<file path="config.mk">
export PLATFORM = sky130hd
export DESIGN_NAME = sbf_top
export DESIGN_NICKNAME = d
export VERILOG_FILES = /design/src/sbf_pkg.sv /design/src/sbf_sync.sv /design/src/sbf_filter.sv /design/src/sbf_top.sv
export VERILOG_INCLUDE_DIRS = /design/src
export SDC_FILE = /design/constraint.sdc
export NUM_CORES = 1
export LEC_CHECK = 0
export BUFFER_PORTS_ARGS = -buffer_cell sky130_fd_sc_hd__buf_2
export CORE_AREA = 2 2 204 206
export DETAILED_ROUTE_END_ITERATION = 6
export DIE_AREA = 0 0 206 208
export MAX_ROUTING_LAYER = met4
export PLACE_DENSITY_LB_ADDON = 0.08
export SYNTH_ARGS = -nofsm -noshare
export SYNTH_HDL_FRONTEND = slang
export SYNTH_HIERARCHICAL = 1
export SYNTH_SLANG_ARGS = --single-unit
</file>
<file path="constraint.sdc">
create_clock -name clk -period 6.1 [get_ports clk]
set_clock_uncertainty 0.1 [all_clocks]
set_input_delay 1.525 -clock clk [delete_from_list [all_inputs] [get_ports clk]]
set_output_delay 1.525 -clock clk [all_outputs]
set_load 0.005 [all_outputs]
</file>
<file path="src/sbf_params.svh">
`ifndef SBF_PARAMS_SVH
`define SBF_PARAMS_SVH

// ----------------------------------------------------------------
// Clock and filter times
// ----------------------------------------------------------------
`define SBF_CLK_MHZ       40
`define SBF_TDGC_ON_NS    10000
`define SBF_TDGC_OFF_NS   125000
`define SBF_TOL_ON_NS     20000
`define SBF_TMASK_NS      1000000
`define SBF_TSETTLE_MS    100
// Least time rounded up to whole clock cycles
`define SBF_CYC(ns)       ((((ns) * `SBF_CLK_MHZ) + 999) / 1000)

// ----------------------------------------------------------------
// Geometry and reset values
// ----------------------------------------------------------------
`define SBF_NHALF         4
`define SBF_NBRIDGE       2
`define SBF_POS_INIT      2'h0

`endif

</file>
<file path="src/sbf_pkg.sv">
package sbf_pkg;

   // ----------------------------------------------------------------
   // Fault codes
   // ----------------------------------------------------------------
   // Bridge fault register code
   typedef enum logic [2:0] {
      SBF_NONE    = 3'h0,
      SBF_OFF_OL  = 3'h1,
      SBF_OFF_SCG = 3'h2,
      SBF_OFF_SCB = 3'h3,
      SBF_OVC     = 3'h4,
      SBF_ON_OL   = 3'h5,
      SBF_RUNNING = 3'h6
   } sbf_code_e;

   // Single low-side channel code
   typedef enum logic [1:0] {
      SBF_CH_NONE = 2'h0,
      SBF_CH_OL   = 2'h1,
      SBF_CH_SCG  = 2'h2,
      SBF_CH_OVC  = 2'h3
   } sbf_ch_code_e;

   typedef logic [7:0] sbf_chcodes_t;

   // ----------------------------------------------------------------
   // Carriers
   // ----------------------------------------------------------------
   // Control bits written by the host
   typedef struct packed {
      logic       cfg_single;
      logic       en;
      logic       dir;
      logic       step;
      logic [3:0] ch_cmd;
   } sbf_ctrl_s;

   // Analog comparator outputs, asynchronous to clk
   typedef struct packed {
      logic [3:0] ovc;
      logic [1:0] ol_on;
      logic [1:0] off_scg;
      logic [1:0] off_scb;
      logic [1:0] off_ol;
      logic [3:0] ch_ol;
      logic [3:0] ch_scg;
   } sbf_sense_s;

   // Switch commands, index 0..3 = OUTA..OUTD
   typedef struct packed {
      logic [3:0] hs;
      logic [3:0] ls;
   } sbf_gate_s;

endpackage

</file>
<file path="src/sbf_sync.sv">
`timescale 1ns/100ps

// Two-stage synchroniser for a vector of asynchronous levels
module sbf_sync #(
   parameter int W = 1
) (
   input  wire logic         clk,
   input  wire logic         rst,
   input  wire logic [W-1:0] d,
   output logic [W-1:0]      q
);
   typedef struct packed {
      logic [W-1:0] meta;
      logic [W-1:0] stab;
   } sbf_sync_s;

   sbf_sync_s s;
   sbf_sync_s next_s;

   if (W < 1)
   begin : g_bad
      $error("sbf_sync: W must be at least 1");
   end

   // First stage is read only by the second stage
   always_comb
   begin
      next_s.meta = d;
      next_s.stab = s.meta;
   end

   always_ff @(posedge clk or posedge rst)
   begin
      if (rst)
         s <= '0;
      else
         s <= next_s;
   end

   assign q = s.stab;
endmodule // sbf_sync

</file>
<file path="src/sbf_filter.sv">
`timescale 1ns/100ps

// Persistence filter: hit rises once cond held CYCLES clocks with en high
module sbf_filter #(
   parameter int CYCLES = 400
) (
   input  wire logic clk,
   input  wire logic rst,
   input  wire logic en,
   input  wire logic cond,
   output logic      hit
);
   localparam int CW = $clog2(CYCLES + 1);

   typedef struct packed {
      logic [CW-1:0] cnt;
      logic          hit;
   } sbf_filt_s;

   sbf_filt_s s;
   sbf_filt_s next_s;

   if (CYCLES < 1)
   begin : g_bad
      $error("sbf_filter: CYCLES must be at least 1");
   end

   // Restart on any gap so a glitch never accumulates
   always_comb
   begin
      next_s = s;
      if (!en || !cond)
         next_s.cnt = '0;
      else if (s.cnt != CW'(CYCLES))
         next_s.cnt = s.cnt + CW'(1);
      next_s.hit = (next_s.cnt == CW'(CYCLES));
   end

   always_ff @(posedge clk or posedge rst)
   begin
      if (rst)
         s <= '0;
      else
         s <= next_s;
   end

   assign hit = s.hit;
endmodule // sbf_filter

</file>
<file path="src/sbf_top.sv">
`timescale 1ns/100ps
`include "sbf_params.svh"

// Summary of operation
// Off bridges: filter short and open faults
// Mask off diagnosis after each on/off change
// Host waits settle time before disabling
// Persistent off fault is latched
// On-state fault overwrites latched off fault
// Latched off fault never blocks stepping
// Diagnosis read clears latched bridge faults
// Erroneous command off disables off diagnosis
// Filtered overcurrent switches bridge off, latches
// Bridge stays off until new step command
// Overcurrent reported above off-state faults
// Separate fault register per H-bridge
// Filtered low current flags on-state open load
// Report running first, classify on next step
// Running/open load drop if current returns
// Read clears running flag, detection resumes
// Single mode: two-bit code per channel
// Single mode: overcurrent on, open/short off
// Channel codes latched, cleared by read
// Off: first fault kept, on fault overwrites
// Step only on step bit rising, enabled
// Summary flag for fault on any output
// Filters restart when condition disappears
// Never both switches of a half on
module sbf_top #(
   parameter int TDGC_OFF_CYC = `SBF_CYC(`SBF_TDGC_OFF_NS),
   parameter int TMASK_CYC    = `SBF_CYC(`SBF_TMASK_NS)
) (
   input  wire logic           clk,
   input  wire logic           rst,
   input  sbf_pkg::sbf_ctrl_s  bridge_control_register,
   input  wire logic           pwm_pin,
   input  wire logic           cmd_error,
   input  wire logic           diag_read,
   input  sbf_pkg::sbf_sense_s sense,
   output sbf_pkg::sbf_gate_s  configurable_power_stages,
   output sbf_pkg::sbf_code_e  bridge1_fault_register,
   output sbf_pkg::sbf_code_e  bridge2_fault_register,
   output sbf_pkg::sbf_chcodes_t channel_fault_codes,
   output logic                any_output_fault_flag
);
   import sbf_pkg::*;

   // ----------------------------------------------------------------
   // Constants and state
   // ----------------------------------------------------------------
   localparam int TDGC_ON_CYC = `SBF_CYC(`SBF_TDGC_ON_NS);
   localparam int TOL_ON_CYC  = `SBF_CYC(`SBF_TOL_ON_NS);
   localparam int SW          = $bits(sbf_sense_s) + 1;

   typedef struct packed {
      logic [1:0]       pos;
      logic [1:0]       drive;
      logic [1:0]       on_q;
      logic             step_q;
      logic             bad_off;
      logic [1:0][2:0]  code;
      logic [1:0][2:0]  prov;
      logic [1:0][2:0]  rep;
      logic [3:0][1:0]  ch;
      logic             flag;
      sbf_gate_s        gate;
   } sbf_state_s;

   sbf_state_s s;
   sbf_state_s next_s;

   if (TDGC_OFF_CYC < 1 || TMASK_CYC < 1)
   begin : g_bad
      $error("sbf_top: filter counts must be at least 1");
   end

   // Half-bridge commands for one bridge: {hs[1:0], ls[1:0]}
   // Diagonal pairs only, so one half never gets both switches
   function automatic logic [3:0] bridge_gates(input logic flip);
      bridge_gates = flip ? 4'h9 : 4'h6;
   endfunction

   // ----------------------------------------------------------------
   // Input synchronisation
   // ----------------------------------------------------------------
   logic [SW-1:0] sync_q;
   sbf_sense_s    sn;
   logic          pwm_s;

   sbf_sync #(
      .W (SW)
   ) u_sync (
      .clk (clk),
      .rst (rst),
      .d   ({sense, pwm_pin}),
      .q   (sync_q)
   );

   assign sn    = sbf_sense_s'(sync_q[SW-1:1]);
   assign pwm_s = sync_q[0];

   // ----------------------------------------------------------------
   // Operating conditions
   // ----------------------------------------------------------------
   sbf_ctrl_s  ctl;
   logic       single;
   logic       stp;
   logic       step_edge;
   logic [1:0] br_on;
   logic [1:0] chg;
   logic [1:0] off_ok;
   logic [1:0] mask_hit;
   logic [3:0] half_on;

   assign ctl    = bridge_control_register;
   assign single = ctl.cfg_single;
   // Effective step is the AND of the host bit and the pin
   // The edge is tracked while disabled, so setting en never steps alone
   assign stp       = ctl.step & pwm_s;
   assign step_edge = stp & ~s.step_q & ctl.en & ~single;
   assign br_on     = {2{~single & ctl.en}} & s.drive;
   assign chg       = br_on ^ s.on_q;
   // Off diagnosis only after the mask, never between a bad command and the next step
   assign off_ok    = {2{~single & ~s.bad_off}} & ~br_on & mask_hit;
   assign half_on   = s.gate.hs | s.gate.ls;

   // ----------------------------------------------------------------
   // Filters
   // ----------------------------------------------------------------
   logic [3:0] ovc_hit;
   logic [3:0] ch_ol_hit;
   logic [3:0] ch_scg_hit;
   logic [1:0] ol_on_hit;
   logic [1:0] scg_hit;
   logic [1:0] scb_hit;
   logic [1:0] ol_off_hit;

   // Per half-bridge: overcurrent while on, channel faults while off
   for (genvar h = 0; h < `SBF_NHALF; h++)
   begin : g_half
      sbf_filter #(.CYCLES (TDGC_ON_CYC)) u_ovc (
         .clk  (clk),
         .rst  (rst),
         .en   (half_on[h]),
         .cond (sn.ovc[h]),
         .hit  (ovc_hit[h])
      );
      sbf_filter #(.CYCLES (TDGC_OFF_CYC)) u_ch_ol (
         .clk  (clk),
         .rst  (rst),
         .en   (single & ~ctl.ch_cmd[h]),
         .cond (sn.ch_ol[h]),
         .hit  (ch_ol_hit[h])
      );
      sbf_filter #(.CYCLES (TDGC_OFF_CYC)) u_ch_scg (
         .clk  (clk),
         .rst  (rst),
         .en   (single & ~ctl.ch_cmd[h]),
         .cond (sn.ch_scg[h]),
         .hit  (ch_scg_hit[h])
      );
   end

   // Per bridge: mask after transitions, off and on diagnosis
   for (genvar b = 0; b < `SBF_NBRIDGE; b++)
   begin : g_br
      sbf_filter #(.CYCLES (TMASK_CYC)) u_mask (
         .clk  (clk),
         .rst  (rst),
         .en   (1'b1),
         .cond (~chg[b]),
         .hit  (mask_hit[b])
      );
      sbf_filter #(.CYCLES (TOL_ON_CYC)) u_ol_on (
         .clk  (clk),
         .rst  (rst),
         .en   (br_on[b]),
         .cond (sn.ol_on[b]),
         .hit  (ol_on_hit[b])
      );
      sbf_filter #(.CYCLES (TDGC_OFF_CYC)) u_scg (
         .clk  (clk),
         .rst  (rst),
         .en   (off_ok[b]),
         .cond (sn.off_scg[b]),
         .hit  (scg_hit[b])
      );
      sbf_filter #(.CYCLES (TDGC_OFF_CYC)) u_scb (
         .clk  (clk),
         .rst  (rst),
         .en   (off_ok[b]),
         .cond (sn.off_scb[b]),
         .hit  (scb_hit[b])
      );
      sbf_filter #(.CYCLES (TDGC_OFF_CYC)) u_ol_off (
         .clk  (clk),
         .rst  (rst),
         .en   (off_ok[b]),
         .cond (sn.off_ol[b]),
         .hit  (ol_off_hit[b])
      );
   end

   // ----------------------------------------------------------------
   // Next state
   // ----------------------------------------------------------------
   // Clears are applied first so that a detection in the read cycle wins
   always_comb
   begin
      logic [3:0] g;
      logic [3:0] dec1;
      logic [3:0] dec2;
      g      = '0;
      dec1   = '0;
      dec2   = '0;
      next_s = s;
      next_s.step_q = stp;
      next_s.on_q   = br_on;

      // Stepping: a latched fault does not gate the step
      if (step_edge)
      begin
         next_s.pos     = ctl.dir ? s.pos + 2'h1 : s.pos - 2'h1;
         next_s.drive   = 2'b11;
         next_s.bad_off = 1'b0;
      end
      if (!ctl.en || single)
         next_s.drive = 2'b00;
      if (cmd_error)
      begin
         next_s.drive   = 2'b00;
         next_s.bad_off = 1'b1;
      end

      // Read clears all fault codes, filters keep running
      if (diag_read)
      begin
         next_s.code = '0;
         next_s.prov = '0;
         next_s.ch   = '0;
      end

      // Bridge diagnosis, one register each
      for (int b = 0; b < `SBF_NBRIDGE; b++)
      begin
         if (!single && br_on[b] && (ovc_hit[2*b] || ovc_hit[2*b+1]))
         begin
            next_s.drive[b] = 1'b0;
            next_s.code[b]  = SBF_OVC;
            next_s.prov[b]  = SBF_NONE;
         end
         else if (next_s.code[b] == SBF_NONE && (scb_hit[b] || scg_hit[b] || ol_off_hit[b]))
         begin
            // Short to battery outranks short to ground, then open load
            if (scb_hit[b])
               next_s.code[b] = SBF_OFF_SCB;
            else if (scg_hit[b])
               next_s.code[b] = SBF_OFF_SCG;
            else
               next_s.code[b] = SBF_OFF_OL;
         end

         // Provisional on-state open load
         // A read while the filter still holds re-arms running at once;
         // the host keeps seeing it until the load current recovers
         if (br_on[b] && s.prov[b] != SBF_NONE && !sn.ol_on[b])
            next_s.prov[b] = SBF_NONE;
         else if (step_edge && s.prov[b] == SBF_RUNNING)
            next_s.prov[b] = SBF_ON_OL;
         else if (step_edge && s.prov[b] == SBF_ON_OL)
         begin
            next_s.prov[b] = SBF_NONE;
            if (next_s.code[b] != SBF_OVC)
               next_s.code[b] = SBF_ON_OL;
         end
         else if (ol_on_hit[b] && next_s.prov[b] == SBF_NONE && next_s.code[b] != SBF_OVC)
            next_s.prov[b] = SBF_RUNNING;

         // Overcurrent first, then provisional, then latched off fault
         if (next_s.code[b] == SBF_OVC || next_s.prov[b] == SBF_NONE)
            next_s.rep[b] = next_s.code[b];
         else
            next_s.rep[b] = next_s.prov[b];
      end

      // Single low-side channels
      for (int c = 0; c < `SBF_NHALF; c++)
      begin
         if (single && ovc_hit[c])
            next_s.ch[c] = SBF_CH_OVC;
         else if (next_s.ch[c] == SBF_CH_NONE && ch_scg_hit[c])
            next_s.ch[c] = SBF_CH_SCG;
         else if (next_s.ch[c] == SBF_CH_NONE && ch_ol_hit[c])
            next_s.ch[c] = SBF_CH_OL;
      end

      // Switch commands; bridges decode the step position
      if (single)
      begin
         next_s.gate.hs = 4'h0;
         next_s.gate.ls = ctl.ch_cmd;
      end
      else
      begin
         if (ctl.en && next_s.drive[0])
            g[1:0] = 2'b11;
         if (ctl.en && next_s.drive[1])
            g[3:2] = 2'b11;
         dec1 = bridge_gates(next_s.pos[1]);
         dec2 = bridge_gates(~(next_s.pos[1] ^ next_s.pos[0]));
         next_s.gate.hs = {dec2[3:2], dec1[3:2]} & g;
         next_s.gate.ls = {dec2[1:0], dec1[1:0]} & g;
      end
      // Guard against shoot-through whatever the decode says
      next_s.gate.ls = next_s.gate.ls & ~next_s.gate.hs;

      next_s.flag = (next_s.rep[0] != SBF_NONE) || (next_s.rep[1] != SBF_NONE)
                    || (next_s.ch != '0);
   end

   // ----------------------------------------------------------------
   // State register
   // ----------------------------------------------------------------
   always_ff @(posedge clk or posedge rst)
   begin
      if (rst)
      begin
         s     <= '0;
         s.pos <= `SBF_POS_INIT;
      end
      else
         s <= next_s;
   end

   // ----------------------------------------------------------------
   // Outputs
   // ----------------------------------------------------------------
   // Straight from the state register, so no glitch reaches a pin
   assign configurable_power_stages = s.gate;
   assign bridge1_fault_register    = sbf_code_e'(s.rep[0]);
   assign bridge2_fault_register    = sbf_code_e'(s.rep[1]);
   assign channel_fault_codes       = s.ch;
   assign any_output_fault_flag     = s.flag;
endmodule // sbf_top

</file>
# --- After elaboration in Yosys (flattened, before gate mapping) ---
# Index checks and enable logic that the tools add are counted.
totals:
  ff_bits: 377
  inputBits: 33
op_classes:
  n_bitwise: 28
  addsub: 24
  eq_ne: 52
  reduce_logical: 113
  muxes: 101
op_table:
  columns: ["op", "count"]
  rows:
  - ["13-bit 2-to-1 mux", 28]
  - ["13-bit by 1-bit adder with 13-bit output, second input constant", 14]
  - ["13-bit == test, second input constant", 14]
  - ["13-bit inequality test, second input constant", 14]
  - ["3-bit 2-to-1 mux", 24]
  - ["9-bit 2-to-1 mux", 8]
  - ["16-bit 2-to-1 mux", 4]
  - ["2-bit 2-to-1 mux", 23]
  - ["10-bit 2-to-1 mux", 4]
  - ["9-bit by 1-bit adder with 9-bit output, second input constant", 4]
  - ["9-bit == test, second input constant", 4]
  - ["9-bit inequality test, second input constant", 4]
  - ["1-bit zero test", 34]
  - ["16-bit by 1-bit adder with 16-bit output, second input constant", 2]
  - ["16-bit == test, second input constant", 2]
  - ["1-bit logical AND", 32]
  - ["16-bit inequality test, second input constant", 2]
  - ["1-bit logical OR", 31]
  - ["10-bit by 1-bit adder with 10-bit output, second input constant", 2]
  - ["10-bit == test, second input constant", 2]
  - ["10-bit inequality test, second input constant", 2]
  - ["3-bit == test, second input constant", 6]
  - ["3-bit zero test", 6]
  - ["8-bit 2-to-1 mux", 2]
  - ["19 further kinds", 50]

# --- Longest topological paths before layout ---
# Gate-level depths: netlist of the first run.
depth:
  ltp_word: 19
  depth_mapped: 9
  depth_no_buf: 8

# --- Cells and area by module ---
# Netlist of the first run, hierarchy kept.
by_module_without_submodules:
  columns: ["module", "area_each_um2", "instances", "seq_area_each_um2", "cells_per_inst"]
  rows:
  - ["sbf_filter (g_br[0].u_ol_off ...)", 822.0, 14, 350.3, 90]
  - ["sbf_top", 2492.4, 1, 1076.0, 267]
  - ["sbf_filter (g_half[0].u_ovc ...)", 613.1, 4, 250.2, 67]
  - ["sbf_filter (g_br[0].u_mask ...)", 1009.7, 2, 425.4, 109]
  - ["sbf_filter (g_br[0].u_ol_on ...)", 643.1, 2, 275.3, 68]
  - ["sbf_sync", 1054.8, 1, 1051.0, 43]

# --- Least setup slack after synthesis of the first run ---
# Ideal clock, no wire load.
synth_path:
  path_kind: "input to register"
  from: "in bridge_control_register[7] (netlist bit)"
  to: "reg g_br[0].u_mask.s, in the netlist g_br[0].u_mask/hit"
  path_stages: 9
  t_arrival_ns: 3.069
  t_required_ns: 5.905
  setup_slack_ns: 2.836
  setup_time_ns: 0.095
  n_path_buf: 2
  path_cell_list: "buf_4 -> nand3b_1 -> buf_6 -> xor2_1 -> nand2_2 -> or2_2 -> mux2i_1 -> o21ai_0 -> nor4b_2"
synth_rtl:
  columns: ["element", "line_no", "source"]
  rows:
  - ["from (decl)", "sbf_top.sv:35", "input sbf_pkg::sbf_ctrl_s bridge_control_register,"]
  - ["to (signal assigned)", "sbf_filter.sv:44", "s <= next_s;"]
  - ["to (decl)", "sbf_filter.sv:20", "sbf_filt_s s;"]

==> results of run 1 <==
[power groups by stage]
stage	registers, mW	logic [mW]	clock network (mW)
floorplan	2.60	0.137	0
global placement	2.61	0.184	0
detailed placement	2.61	0.188	0
CTS	2.57	0.189	3.00
global route	2.57	0.213	3.11
finish	2.57	0.183	2.91
[worst max-delay path, cell delays in order]
cell	delay, ns
buf_2	0.35
nand3b_1	0.49
and3_1	0.39
nand2_1	0.40
nor4_1	0.40
o21ai_0	0.13
a32oi_1	0.23
a2111oi_2	0.08
[kinds of logic after synthesis]
group                      after synthesis
adders and majority gates               46
buffers and inverters                  211
AOI/OAI and AO/OA                      288
and+or+nand+nor                       1026
other                                    1
DFF                                    377
muxes                                   22
xor gates and xnor gates               221
[cell type report]
class                      count  area share
clock inverter                18      0.0118
inverter                     147      0.0239
clock buffer                  64      0.0594
tap                          532      0.0289
multi-input combinational   1607       0.454
timing repair buffer          57      0.0126
antenna                        3    0.000325
sequential                   377       0.409
[cell usage after synthesis (all sizes together) (5+ instances only)]
cell type | count | area share
nand2b | 5 | 0.0015
a31oi | 21 | 0.0066
nand4 | 42 | 0.017
a21oi | 79 | 0.019
o21ai | 65 | 0.016
or2 | 12 | 0.0036
a21o | 5 | 0.0019
nor2b | 52 | 0.016
o21a | 10 | 0.0036
a2111oi | 16 | 0.011
buf | 34 | 0.012
clkbuf | 30 | 0.0057
nor4 | 95 | 0.035
and4 | 6 | 0.0028
nand4bb | 15 | 0.0081
nor3 | 73 | 0.018
nor4b | 22 | 0.015
nor2 | 326 | 0.059
nand4b | 10 | 0.0055
or3 | 35 | 0.011
nand3 | 123 | 0.033
mux2i | 20 | 0.0096
ha | 44 | 0.026
xnor2 | 155 | 0.065
and3 | 39 | 0.013
dfrtp | 377 | 0.45
a211o | 7 | 0.0030
o22ai | 15 | 0.0045
or4b | 5 | 0.0031
nand3b | 5 | 0.0024
inv | 147 | 0.027
nand2 | 142 | 0.026
xor2 | 66 | 0.028
a32oi | 14 | 0.0059
o31ai | 16 | 0.0058
[metal layers]
layer / global-route usage / vias to the layer above / share of wire
met3: 0.0417 / 73 / 0.046
met4: 0.0667 / 0 / 0.026
met5: - / - / 0
li1: - / 7788 / -
met2: 0.335 / 286 / 0.45
met1: 0.310 / 7712 / 0.47
[worst max path at each step]
| stage | depth (start not counted) | slack (ns) | from | to |
|---|---|---|---|---|
| after floorplan | 9 | 2.84 | bridge_control_register[7] | g_br[0].u_mask/hit |
| after global placement | 8 | 2.01 | bridge_control_register[7] | g_br[0].u_scb/hit |
| after detailed placement | 8 | 1.90 | bridge_control_register[7] | g_br[0].u_scb/hit |
| after CTS | 8 | 2.51 | bridge_control_register[7] | g_br[0].u_scb/hit |
| after global routing | 7 | 2.27 | bridge_control_register[7] | g_br[0].u_scg/hit |
| final | 8 | 2.42 | bridge_control_register[7] | g_br[0].u_scb/hit |
[registers in the layout, summed over array words and instances (netlist names), 21 cells and up]
name,flops
g_half.u_ch_scg/s,52
g_br.u_ol_off/s,26
g_br.u_scg/s,26
u_sync/q,21
g_br.u_scb/s,26
g_half.u_ovc/s,36
g_half.u_ch_ol/s,52
g_br.u_mask/s,32
u_sync/next_s,21
[stage by stage]
step,util,hold WS [ns],setup WS (ns)
6_report,0.569,0.243,2.42
5_1_grt,0.569,0.253,2.27
4_1_cts,0.569,0.246,2.51
3_5_place_dp,0.528,0.235,1.90
3_3_place_gp,0.528,0.232,2.01
2_1_floorplan,-,0.231,2.84
==> results, run 1 <==
- The run finished with clean final reports.
- The weighted congestion at the end of routability-driven global placement is between 0.8 and 0.9.
- The sum of negative setup slack is 0 ns.
- The share of total power dissipated in the clock network is 0.514.
- The number of H-tree branching levels is 2.
- For this run the aggregate overflow at the end of global routing stands at 0.
- For this run, the number of Yosys warnings is 6.
- The quantity of gates resized following cts is 0.
- The TritonCTS clock tree is yes.
- The worst voltage drop across the vdd grid is about 0.21 mV.
- Static timing analysis puts the maximum clock frequency at between 200 and 300 MHz.
- Leaving out fill and tap cells, the most frequent cells in the layout are dfrtp_1 (377), nor2_1 (326), xnor2_1 (155).
- The routed via count is between 15000 and 20000.
- In this run the power spent charging and discharging nets is 1.22 mW.
- After the last flow step, the layout net total stands at 2312.
- The standard cell area after detailed placement is around 21000 sq um.
- Of the total power, the share spent switching nets is 0.215.
- The ratio of routed vias to standard cells is 5.65.
- The combinational cell fraction of total power is 0.032.
- The internal cell power is 4.44 mW.
- The average routed wire per standard cell is approximately 16 um.
- The area fraction in compound gates after synthesis is 0.0953.
- The most common cell after layout, fill and taps aside is dfrtp_1.
- The sequential standard cell area is approximately 9400 sq um.
- The post-synthesis to final-layout area growth is 10.8%.
- The average cell area after synthesis is ~9.5 sq um.
- The largest net degree at the start of global routing is 44.
- Of the available clock period, the critical path in the final layout requires 0.604.
- The height of the die is around 210 um.
- The global-route wire length before repair is 77.1 mm.
- At the worst endpoint, the required time is between 6 and 7 ns.
- After technology mapping, the gate count stands at ~2200.
- The critical path endpoint category is a register.
- The clock buffer count from CTS is 45.
- During I/O placement, the number of pins put on the boundary was 56.
- For this run, design rule violations remaining after detail routing come to 0.
- The count of nets left with antenna violations once routing finished came out at 0.
- The number of clock sinks seen by CTS is 377.
- The floorplan core area is around 40000 sq um.
- The worst hold path was traced through 0 stages.
- Counting flops with an async set or reset pin after synthesis yields a share of 1.00.
- The most instantiated flip-flop cell in the synthesis netlist is dfrtp_1.
- The post-placement cell count is 2720.
- The fraction of layout instances using a drive strength above 1 is 0.120.
- Of the total synthesized cell area, the portion taken by AND, OR, NAND and NOR gates is 0.276.
- The worst-case headroom to the max-slew limit is 0.401.
- The clock root buffer is clkbuf_16.
- Of the total synthesized cell area, the portion taken by XOR and XNOR cells is 0.0930.
- In this run the worst path has a maximum fanout of 21.
- In the final layout, the multi-input gates occupy 10500 sq um.
- The final instance count without filler cells is 2805.
- The final hold violation count is 0.
- The number of buffers inserted by hold repair at cts is 0.
- The number of flops mapped to enable cells by yosys is 0.
- After synthesis, the largest family of logic cells by area is simple AND/OR/NAND/NOR gates.
- Setup violations remaining at the end of the flow were counted as 0.
- The sequential group share of total power is 0.453.
- The class of the worst hold path is register to register.
- In this run the critical register-to-register path is launched from s[39].
- The multiplexer share of the synthesized area is 0.0107.
- Of the total synthesized cell area, the portion taken by full adders, half adders and majority gates is 0.0275.
- Synthesis inferred 377 register bits.
- After clock tree synthesis, the clock-pin slew on the worst setup and hold paths is about 0.060 ns.
- The critical path is of the input port to register type.
- Counting distinct cell types in the post-synthesis netlist gives between 80 and 90.
- The number of global-route vias before repair is roughly 15000.
- Port buffering added 55 buffers.
- In this run the deepest clock path goes through 3 buffers.
- The die width is between 200 and 250 um.
- In the global route stage, overall resource usage came out at 0.224.
- The final count of pins violating max slew is 0.
- The die covers between 40000 and 50000 sq um.
- STA classifies the critical path startpoint as an input port.
- For this configuration, the core starts out at a cell density of 0.513.
- The initial antenna violation count came to 1.
- In this run the most critical hold path is launched from u_sync/next_s[2].
- The first detailed-routing pass ran for 5 iterations.
- The worst-case register-to-register setup slack is 3.45 ns.
- Post-CTS timing repair inserted 0 buffers for setup.
- For the pin with the worst max-slew slack, the measured transition is 0.897 ns.
- The later pin in the worst-skew pair is clocked with a latency of 0.58 ns.
- The area of the mapped netlist is 20800 sq um.
- Detailed placement ended at an HPWL of 31.6 mm.
- The leakage component of the power is approximately 9.5 nW.
- Row generation in the floorplan step produced 74 rows.
- The share of the Yosys chip area taken by registers is 0.453.
- The total wire length after detailed routing is ~45 mm.
- Setup repair after global routing left no endpoint under its margin.
- The worst hold path terminates at u_sync/q[2].
- The worst flop-to-flop path endpoint is g_br[0].u_scb/hit.
- STA puts the critical path data arrival time at roughly 4.0 ns.
- The worst path in the final design needs a cycle of roughly 3.7 ns, including I/O delays and setup.
- The count of max-cap constraint violations is 0.
- After routing the design area is around 23000 sq um.
- Overall power consumption after layout is estimated at between 5 and 6 mW.
- The logic depth of the worst register-to-register path is 7.
- The power density relative to cell area is between 200 and 250 nW/um^2.
- The layout has 3560 filler cells.
- The violation count after the first detailed-route iteration is roughly 1100.
(Power assumes the default switching activity.)
==> inputs of run 2 (changes only) <==
clock period = 3.6 ns   (was 6.1 ns; I/O delays follow)
==> run 2 against run 1 <==
Compared with the run above: die area unchanged; largest power group unchanged; sequential power increased by 69%; register-to-register slack lost 2.2 ns.
==> results, run 2 (synthesis gave the netlist of run 1 again) <==
- The worst slack after detailed placement was 0.411 ns (-1.49 ns).
- From synthesis to final layout, the design area changed by 11.1%.
- The most common cell after layout, fill and taps aside is dfrtp_1.
- The weighted congestion at the end of routability-driven global placement was 0.890 (+0.23%).
- The floorplan core area is 40600 sq um (unchanged).
- The total wire length after detailed routing is 45.5 mm (+0.35%).
- The overall power consumption is 9.41 mW (+66%).
- The sequential group share of total power is 0.462 (+0.009).
- In the final layout, the registers with the most flip-flops are g_half.u_ch_ol/s (52), g_half.u_ch_scg/s (52), g_half.u_ovc/s (36).
- The detailed-placement wirelength estimate is 32.2 mm (+1.8%).
- The die width was 206 um (unchanged).
- The startpoint kind of the worst setup timing path is an input port.
- The final setup violation count came to 0 (unchanged).
- The switching share of power is 0.223 (+0.00757).
- The leakage component of the power was 9.51 nW (+0.27%).
- The total routing resource utilization after global routing is 0.223 (-0.000571).
- The count of fill cells added during filler insertion is 3595 (+0.98%).
- The DRC violation count after routing is 0 (unchanged).
- The final net count is 2329 (+0.74%).
- The count of max-cap constraint violations is 0 (unchanged).
- The number of detailed-route iterations in the first pass came to 5 (unchanged).
- The global-route wire length before repair is 76.9 mm (-0.24%).
- The number of buffers inserted by hold repair at cts came to 0 (unchanged).
- The internal cell power came to 7.31 mW (+64%).
- The final critical delay including setup and external delays is 2.67 ns.
- The power density relative to cell area is 407 nW/um^2 (+66%).
- The ratio of routed vias to standard cells is 5.68 (+0.49%).
- The worst voltage drop across the vdd grid is 0.398 mV (+92%).
- The clock transition at the registers of the reported paths is 0.06 ns (about the same).
- The path class of the tightest hold or removal check is register to register.
- The tree is rooted in a clkbuf_16.
- The number of setup buffers added after CTS is 0 (unchanged).
- The area enclosed by the die boundary is 42800 sq um (unchanged).
- The initial antenna violation count came to 1 (unchanged).
- The number of rows created at floorplan is 74 (unchanged).
- The pin slew with the least headroom to its limit was 0.940 ns (+0.0430 ns).
- The starting density of the core is 0.513 (unchanged).
- The average routed wire per standard cell is 16.1 um (-0.22%).
- The largest net degree at the start of global routing is 44 (unchanged).
- The fraction of layout instances using a drive strength above 1 is 0.127 (+0.00654).
- The routed via count was 16000 (+1.1%).
- The required time at the endpoint of the critical path is 3.94 ns (-2.50 ns).
- The quantity of gates resized following cts is 0 (unchanged).
- The highest fanout seen on the critical path is 21 (unchanged).
- The height of the die is 208 um (unchanged).
- The run finished with clean final reports.
- The final hold violation count was 0 (unchanged).
- The number of H-tree branching levels came to 2 (unchanged).
- The switching power of the nets is 2.10 mW (+72%).
- The number of global-route vias before repair is 15300 (-0.12%).
- The clock group share of total power is 0.503 (-0.011).
- The critical path is of the input port to register type.
- The largest buffer count on any clock path is 3 (unchanged).
- The final setup slack of the worst path came to 0.933 ns (-1.48 ns).
- In the layout the commonest cells are dfrtp_1 (377), nor2_1 (326), xnor2_1 (155).
- The endpoint arrival time on the critical path came to 3.00 ns (-1.02 ns).
- The worst setup path is captured at a register.
- Setup repair after global routing left no endpoint under its margin.
- The post-route clock period utilization is 0.741.
- The violation count after the first detailed-route iteration is 1055 (-6.3%).
- The combinational cell fraction of total power is 0.035 (+0.003).
- The sum of negative setup slack was 0 ns (unchanged).
- The number of nets with antenna violations after routing was 0 (unchanged).
- The final count of pins violating max slew is 0 (unchanged).
- The I/O pin count is 56 (unchanged).
- The worst-case headroom to the max-slew limit came to 0.373 (-0.0287).
- The number of buffer cells added on primary ports is 55 (unchanged).
- The clock buffer count from CTS is 44 (-2.2%).
- The remaining global-route overflow is 0 (unchanged).
- The clock latency at the later pin of the worst-skew pair is 0.57 ns (about the same).
- The number of clock sinks seen by CTS is 377 (unchanged).
- Timing would allow up to 375 MHz.
- TritonCTS built the clock tree.
run 2: metrics by stage:
stage	cell area [sq um]	cells	utilization	hold slack [ns]
final	23100	2821	0.570	0.244
after detailed placement	21600	2738	0.532	0.235
after global routing	23100	2820	0.570	0.254
after CTS	23100	2819	0.570	0.243
after global placement	21600	2738	0.532	0.231
after floorplan	20800	2195	-	0.231
run 2: worst paths after layout:
path	start	to	slack [ns]	cells past startpoint
worst min-delay path	u_sync/next_s[2]	u_sync/q[2]	0.24	0
worst max-delay path	bridge_control_register[7]	g_br[1].u_scb/hit	0.93	9
max in group asynchronous	rst	bridge2_fault_register[1]	2.03	2
worst min register to register	u_sync/next_s[2]	u_sync/q[2]	0.24	0
min in group asynchronous	rst	u_sync/next_s[18]	0.51	2
worst max register to register	g_br[1].u_mask/s[1]	g_br[1].u_mask/hit	1.22	6
run 2: final cells by class:
class                      count  area [sq um]  share of cell area
antenna                        2          5.00            0.000216
clock buffer                  58          1260              0.0547
clock inverter                23           293              0.0127
inverter                     147           552              0.0239
multi-input combinational   1607         10500               0.453
sequential                   377          9430               0.408
tap                          532           666              0.0288
timing repair buffer          75           438              0.0189
run 2: worst max-delay path: stages:
cell and delay, ns:
buf_2 0.37, nand3b_4 0.26, and3_1 0.37, nand2_1 0.31
buf_4 0.26, o31ai_1 0.06, o21ai_0 0.13, a32oi_1 0.24
a2111oi_2 0.09
run 2: metal layers:
| metal | global-route usage | part of all wire |
|---|---|---|
| met1 | 0.310 | 0.47 |
| met2 | 0.338 | 0.46 |
| met3 | 0.0332 | 0.041 |
| met4 | 0.0697 | 0.026 |
| met5 | - | 0 |
run 2: power by group through the flow:
stage	Combinational (mW)	Clock (mW)	Sequential, mW
after floorplan	0.231	0	4.41
after global placement	0.331	0	4.43
after detailed placement	0.335	0	4.43
after CTS	0.338	4.87	4.35
after global routing	0.379	5.03	4.36
final	0.329	4.73	4.35
==> inputs of run 3 (changes only) <==
ABC_AREA = 1   (was unset)
CORE_AREA = 2 2 208 210   (was 2 2 204 206)
DIE_AREA = 0 0 210 212   (was 0 0 206 208)
clock period = 2.8 ns   (was 3.6 ns; I/O delays follow)
==> run 3 against run 2 <==
Compared with the run above: power rose by 27%; wire length up 7.6%; cell count increased by 31%; hold slack got worse by 0.11 ns; critical path depth increased by 4; via count is 16% higher; synthesized cell count grew 38%; sequential share of layout area decreased by 1.6 points; clock power grew 26%; area after synthesis grew 4.1%; critical path type unchanged; largest power group unchanged.
==> results, run 3 <==
- Leaving out fill and tap cells, the most frequent cells in the layout are nand2_1 (724), inv_1 (565), nor2_1 (378).
- The final critical delay including setup and external delays is ~2.2 ns.
- The worst voltage drop across the vdd grid is 0.549 mV (+38%).
- The average routed wire per standard cell is 13.3 um (-18%).
- The clock root buffer is clkbuf_16.
- The initial antenna violation count is 3 (+2).
- The I/O pin count is 56 (unchanged).
- Walking the worst path, the cells encountered are buf_2, nor2_4, nand2_2, nand2_1, nor2_1, nand2_1, clkinv_1, o21ai_0, a21oi_1, nand2_1, nor2_1, nand2_1, nor2_1.
- The total routing resource utilization after global routing came to 0.233 (+0.0100).
- The library cell with the highest instance count after synthesis is nand2_1.
- The leakage component of the power is 12.9 nW (+36%).
- The final setup slack of the worst path is 0.631 ns (-0.302 ns).
- The height of the die came to 212 um (+1.9%).
- The sequential-to-total area share from yosys stat is 0.435 (-0.0180).
- TritonCTS built the clock tree.
- The detailed-placement wirelength estimate is 36.7 mm (+14%).
- The standard cell with the maximum stage delay on the critical path is nor2_1.
- The most instantiated flip-flop cell in the synthesis netlist is dfrtp_1.
- The startpoint kind of the worst setup timing path is an input port.
- The count of fill cells added during filler insertion is 3990 (+11%).
- The run finished with clean final reports.
- The count of warnings emitted by yosys is 6 (unchanged).
- The area of the mapped netlist came to 21700 sq um (+4.1%).
- The number of nets with antenna violations after routing is 0 (unchanged).
- The global-route wire length before repair is 83.0 mm (+7.9%).
- The largest registers in the layout are g_half.u_ch_ol/s (52), g_half.u_ch_scg/s (52), g_half.u_ovc/s (36).
- The required time at the endpoint of the critical path is 3.21 ns (-0.73 ns).
- The DRC violation count after routing was 0 (unchanged).
- The fraction of registers with async set or reset after synthesis came to 1.00 (unchanged).
- The number of buffer cells added on primary ports is 55 (unchanged).
- The final hold violation count is 0 (unchanged).
- The number of storage elements in the synthesis netlist is 377 (unchanged).
- The routed via count is 18500 (+16%).
- The quantity of gates resized following cts was 0 (unchanged).
- The power density relative to cell area is 498 nW/um^2 (+22%).
- The utilization after layout came to 0.566 (-0.00452).
- The number of clock sinks seen by CTS is 377 (unchanged).
- The final count of pins violating max slew was 0 (unchanged).
- The largest net degree at the start of global routing is 36 (-18%).
- The floorplan core area came to 42500 sq um (+4.8%).
- The most common cell after layout, fill and taps aside is nand2_1.
- The fraction of layout instances using a drive strength above 1 came to 0.0988 (-0.0280).
- The violation count after the first detailed-route iteration came to 1391 (+32%).
- The clock latency at the later pin of the worst-skew pair is 0.58 ns (about the same).
- The path type of the worst setup path is input port to register.
- The commonest cells after synthesis are nand2_1 (724), inv_1 (567), nor2_1 (378), dfrtp_1 (377), nand3_1 (350).
- The highest fanout seen on the critical path is 10 (-52%).
- The number of setup buffers added after CTS was 0 (unchanged).
- The clock transition at the registers of the reported paths is 0.06 ns (about the same).
- The average cell area after synthesis is 7.18 sq um (-24%).
- The overall power consumption is 12.0 mW (+27%).
- The ratio of routed vias to standard cells is 5.03 (-12%).
- The die width is 210 um (+1.9%).
- The post-synthesis to final-layout area growth is 10.9%.
- The pin slew with the least headroom to its limit came to 0.857 ns (-0.0827 ns).
- The cell repeated most along the worst path is nand2_1.
- The largest buffer count on any clock path came to 3 (unchanged).
- The starting density of the core is 0.510 (-0.00329).
- The footprint of the multi-input gates was 9640 sq um (-7.9%).
- The remaining global-route overflow is 0 (unchanged).
- The number of flops mapped to enable cells by yosys came to 0 (unchanged).
- The uppermost layer routed is met4.
- The clock buffer count from CTS is 45 (+2.3%).
- The post-route clock period utilization is 0.775.
- The synthesized design spends more area on one cell type than any other, namely dfrtp_1.
- The total wire length after detailed routing is 49.0 mm (+7.6%).
- The number of buffers inserted by hold repair at cts is 0 (unchanged).
- The finished layout cell area came to 24000 sq um (+4.0%).
- The worst-case headroom to the max-slew limit is 0.429 (+0.0561).
- The sum of negative setup slack came to 0 ns (unchanged).
- The number of H-tree branching levels is 2 (unchanged).
- The endpoint arrival time on the critical path is 2.58 ns (-0.42 ns).
- After synthesis, the cell types taking the most area are dfrtp_1 (44%), nand2_1 (13%), inv_1 (9.8%), nand3_1 (8.1%), nor2_1 (6.5%).
- The total length of routed met3 wires came to 2.34 mm (+25%).
- STA classifies the critical path endpoint as a register.
- The routed length on met2 is 22.4 mm (+7.2%).
- Setup repair after global routing left no endpoint under its margin.
- The area enclosed by the die boundary is 44500 sq um (+3.9%).
- The weighted congestion at the end of routability-driven global placement is 0.911 (+2.3%).
- The maximum clock frequency is between 400 and 500 MHz.
- The count of max-cap constraint violations was 0 (unchanged).
- The distinct cell type count of the synthesized netlist is 44 (-47%).
- The number of detailed-route iterations in the first pass is 6 (+1).
- The instance count of the mapped netlist is 3017 (+38%).
- The number of rows created at floorplan is 76 (+2.7%).
- The final net count came to 3180 (+37%).
- The delay of the slowest cell on the worst path is 0.35 ns (-0.02 ns).
- The total routed wire length on the met1 layer is 22.9 mm (+6.3%).
- In this run the worst hold path is classified as input port to register.
- The worst slack after detailed placement was 0.0605 ns (-0.351 ns).
- The sequential standard cell area is 9430 sq um (unchanged).
- The final setup violation count is 0 (unchanged).
- The fraction of synthesized cell area taken by the top area cell type is 0.435 (-0.0180).
- The number of global-route vias before repair was 17700 (+16%).
- The standard cell area after detailed placement came to 22500 sq um (+4.4%).
## run 3: cell count changes in the layout (fill, tap and decap cells not counted), sizes merged, moves of 34 or more
cell    before  now
o21ai       65  102
nor2b       52    0
inv        150  590
clkinv      10   51
nand2      142  766
nor2       326  429
or3         35    1
nand3      123  369
nor4        95    1
xor2        66   29
xnor2      155    3
## run 3: area by class of cell
class,count,area share
Inverter,628,0.0982
Clock inverter,22,0.0104
Timing Repair Buffer,67,0.0162
Tap cell,546,0.0284
Antenna cell,4,0.000416
Sequential cell,377,0.392
Clock buffer,60,0.0530
Multi-Input combinational cell,1984,0.401
## run 3: final timing paths
path | cells after the start | start | end | slack, ns
max reg2reg | 17 | g_half[1].u_ovc/hit | any_output_fault_flag | 0.65
min in group asynchronous | 2 | rst | s[25] | 0.39
max | 13 | bridge_control_register[7] | g_br[1].u_ol_off/hit | 0.63
min | 1 | sense[2] | u_sync/next_s[3] | 0.14
max in group asynchronous | 2 | rst | g_br[0].u_mask/s[13] | 1.59
min reg2reg | 0 | u_sync/next_s[12] | u_sync/q[12] | 0.25
## run 3: cell families (layout without fill, tap and decap cells)
logic type / count (synthesis) / after routing / share of synthesized area
and+or+nand+nor: 1696 / 1696 / 0.351
buffers and inverters: 657 / 777 / 0.120
DFF: 377 / 377 / 0.435
AOI/OAI and AO/OA: 210 / 210 / 0.0547
adders and majority gates: 44 / 44 / 0.0254
xor gates and xnor gates: 32 / 32 / 0.0133
other: 1 / 6 / 0.000173
## run 3: metal layers
| layer | track usage | up-vias |
|---|---|---|
| met2 | 0.371 | 370 |
| li1 | - | 9494 |
| met1 | 0.305 | 8590 |
| met5 | - | - |
| met4 | 0.0817 | 0 |
| met3 | 0.0386 | 88 |
## run 3: worst max-delay path, delay by kind of cell
kind            cells  cell delay [ns]
compound gates      2             0.31
buf+inv             2             0.41
simple gates        9             1.15
## run 3: through the flow
stage | hold WS [ns] | std cells
3_5_place_dp | 0.235 | 3602
6_report | 0.135 | 3688
5_1_grt | 0.105 | 3687
2_1_floorplan | 0.231 | 3018
4_1_cts | 0.0945 | 3684
3_3_place_gp | 0.231 | 3602
## run 3: power breakdown
| group | internal [mW] | switching (mW) | total [mW] |
|---|---|---|---|
| clock | 3.66 | 2.31 | 5.97 |
| combinational | 0.121 | 0.306 | 0.427 |
| sequential | 5.52 | 0.0492 | 5.57 |
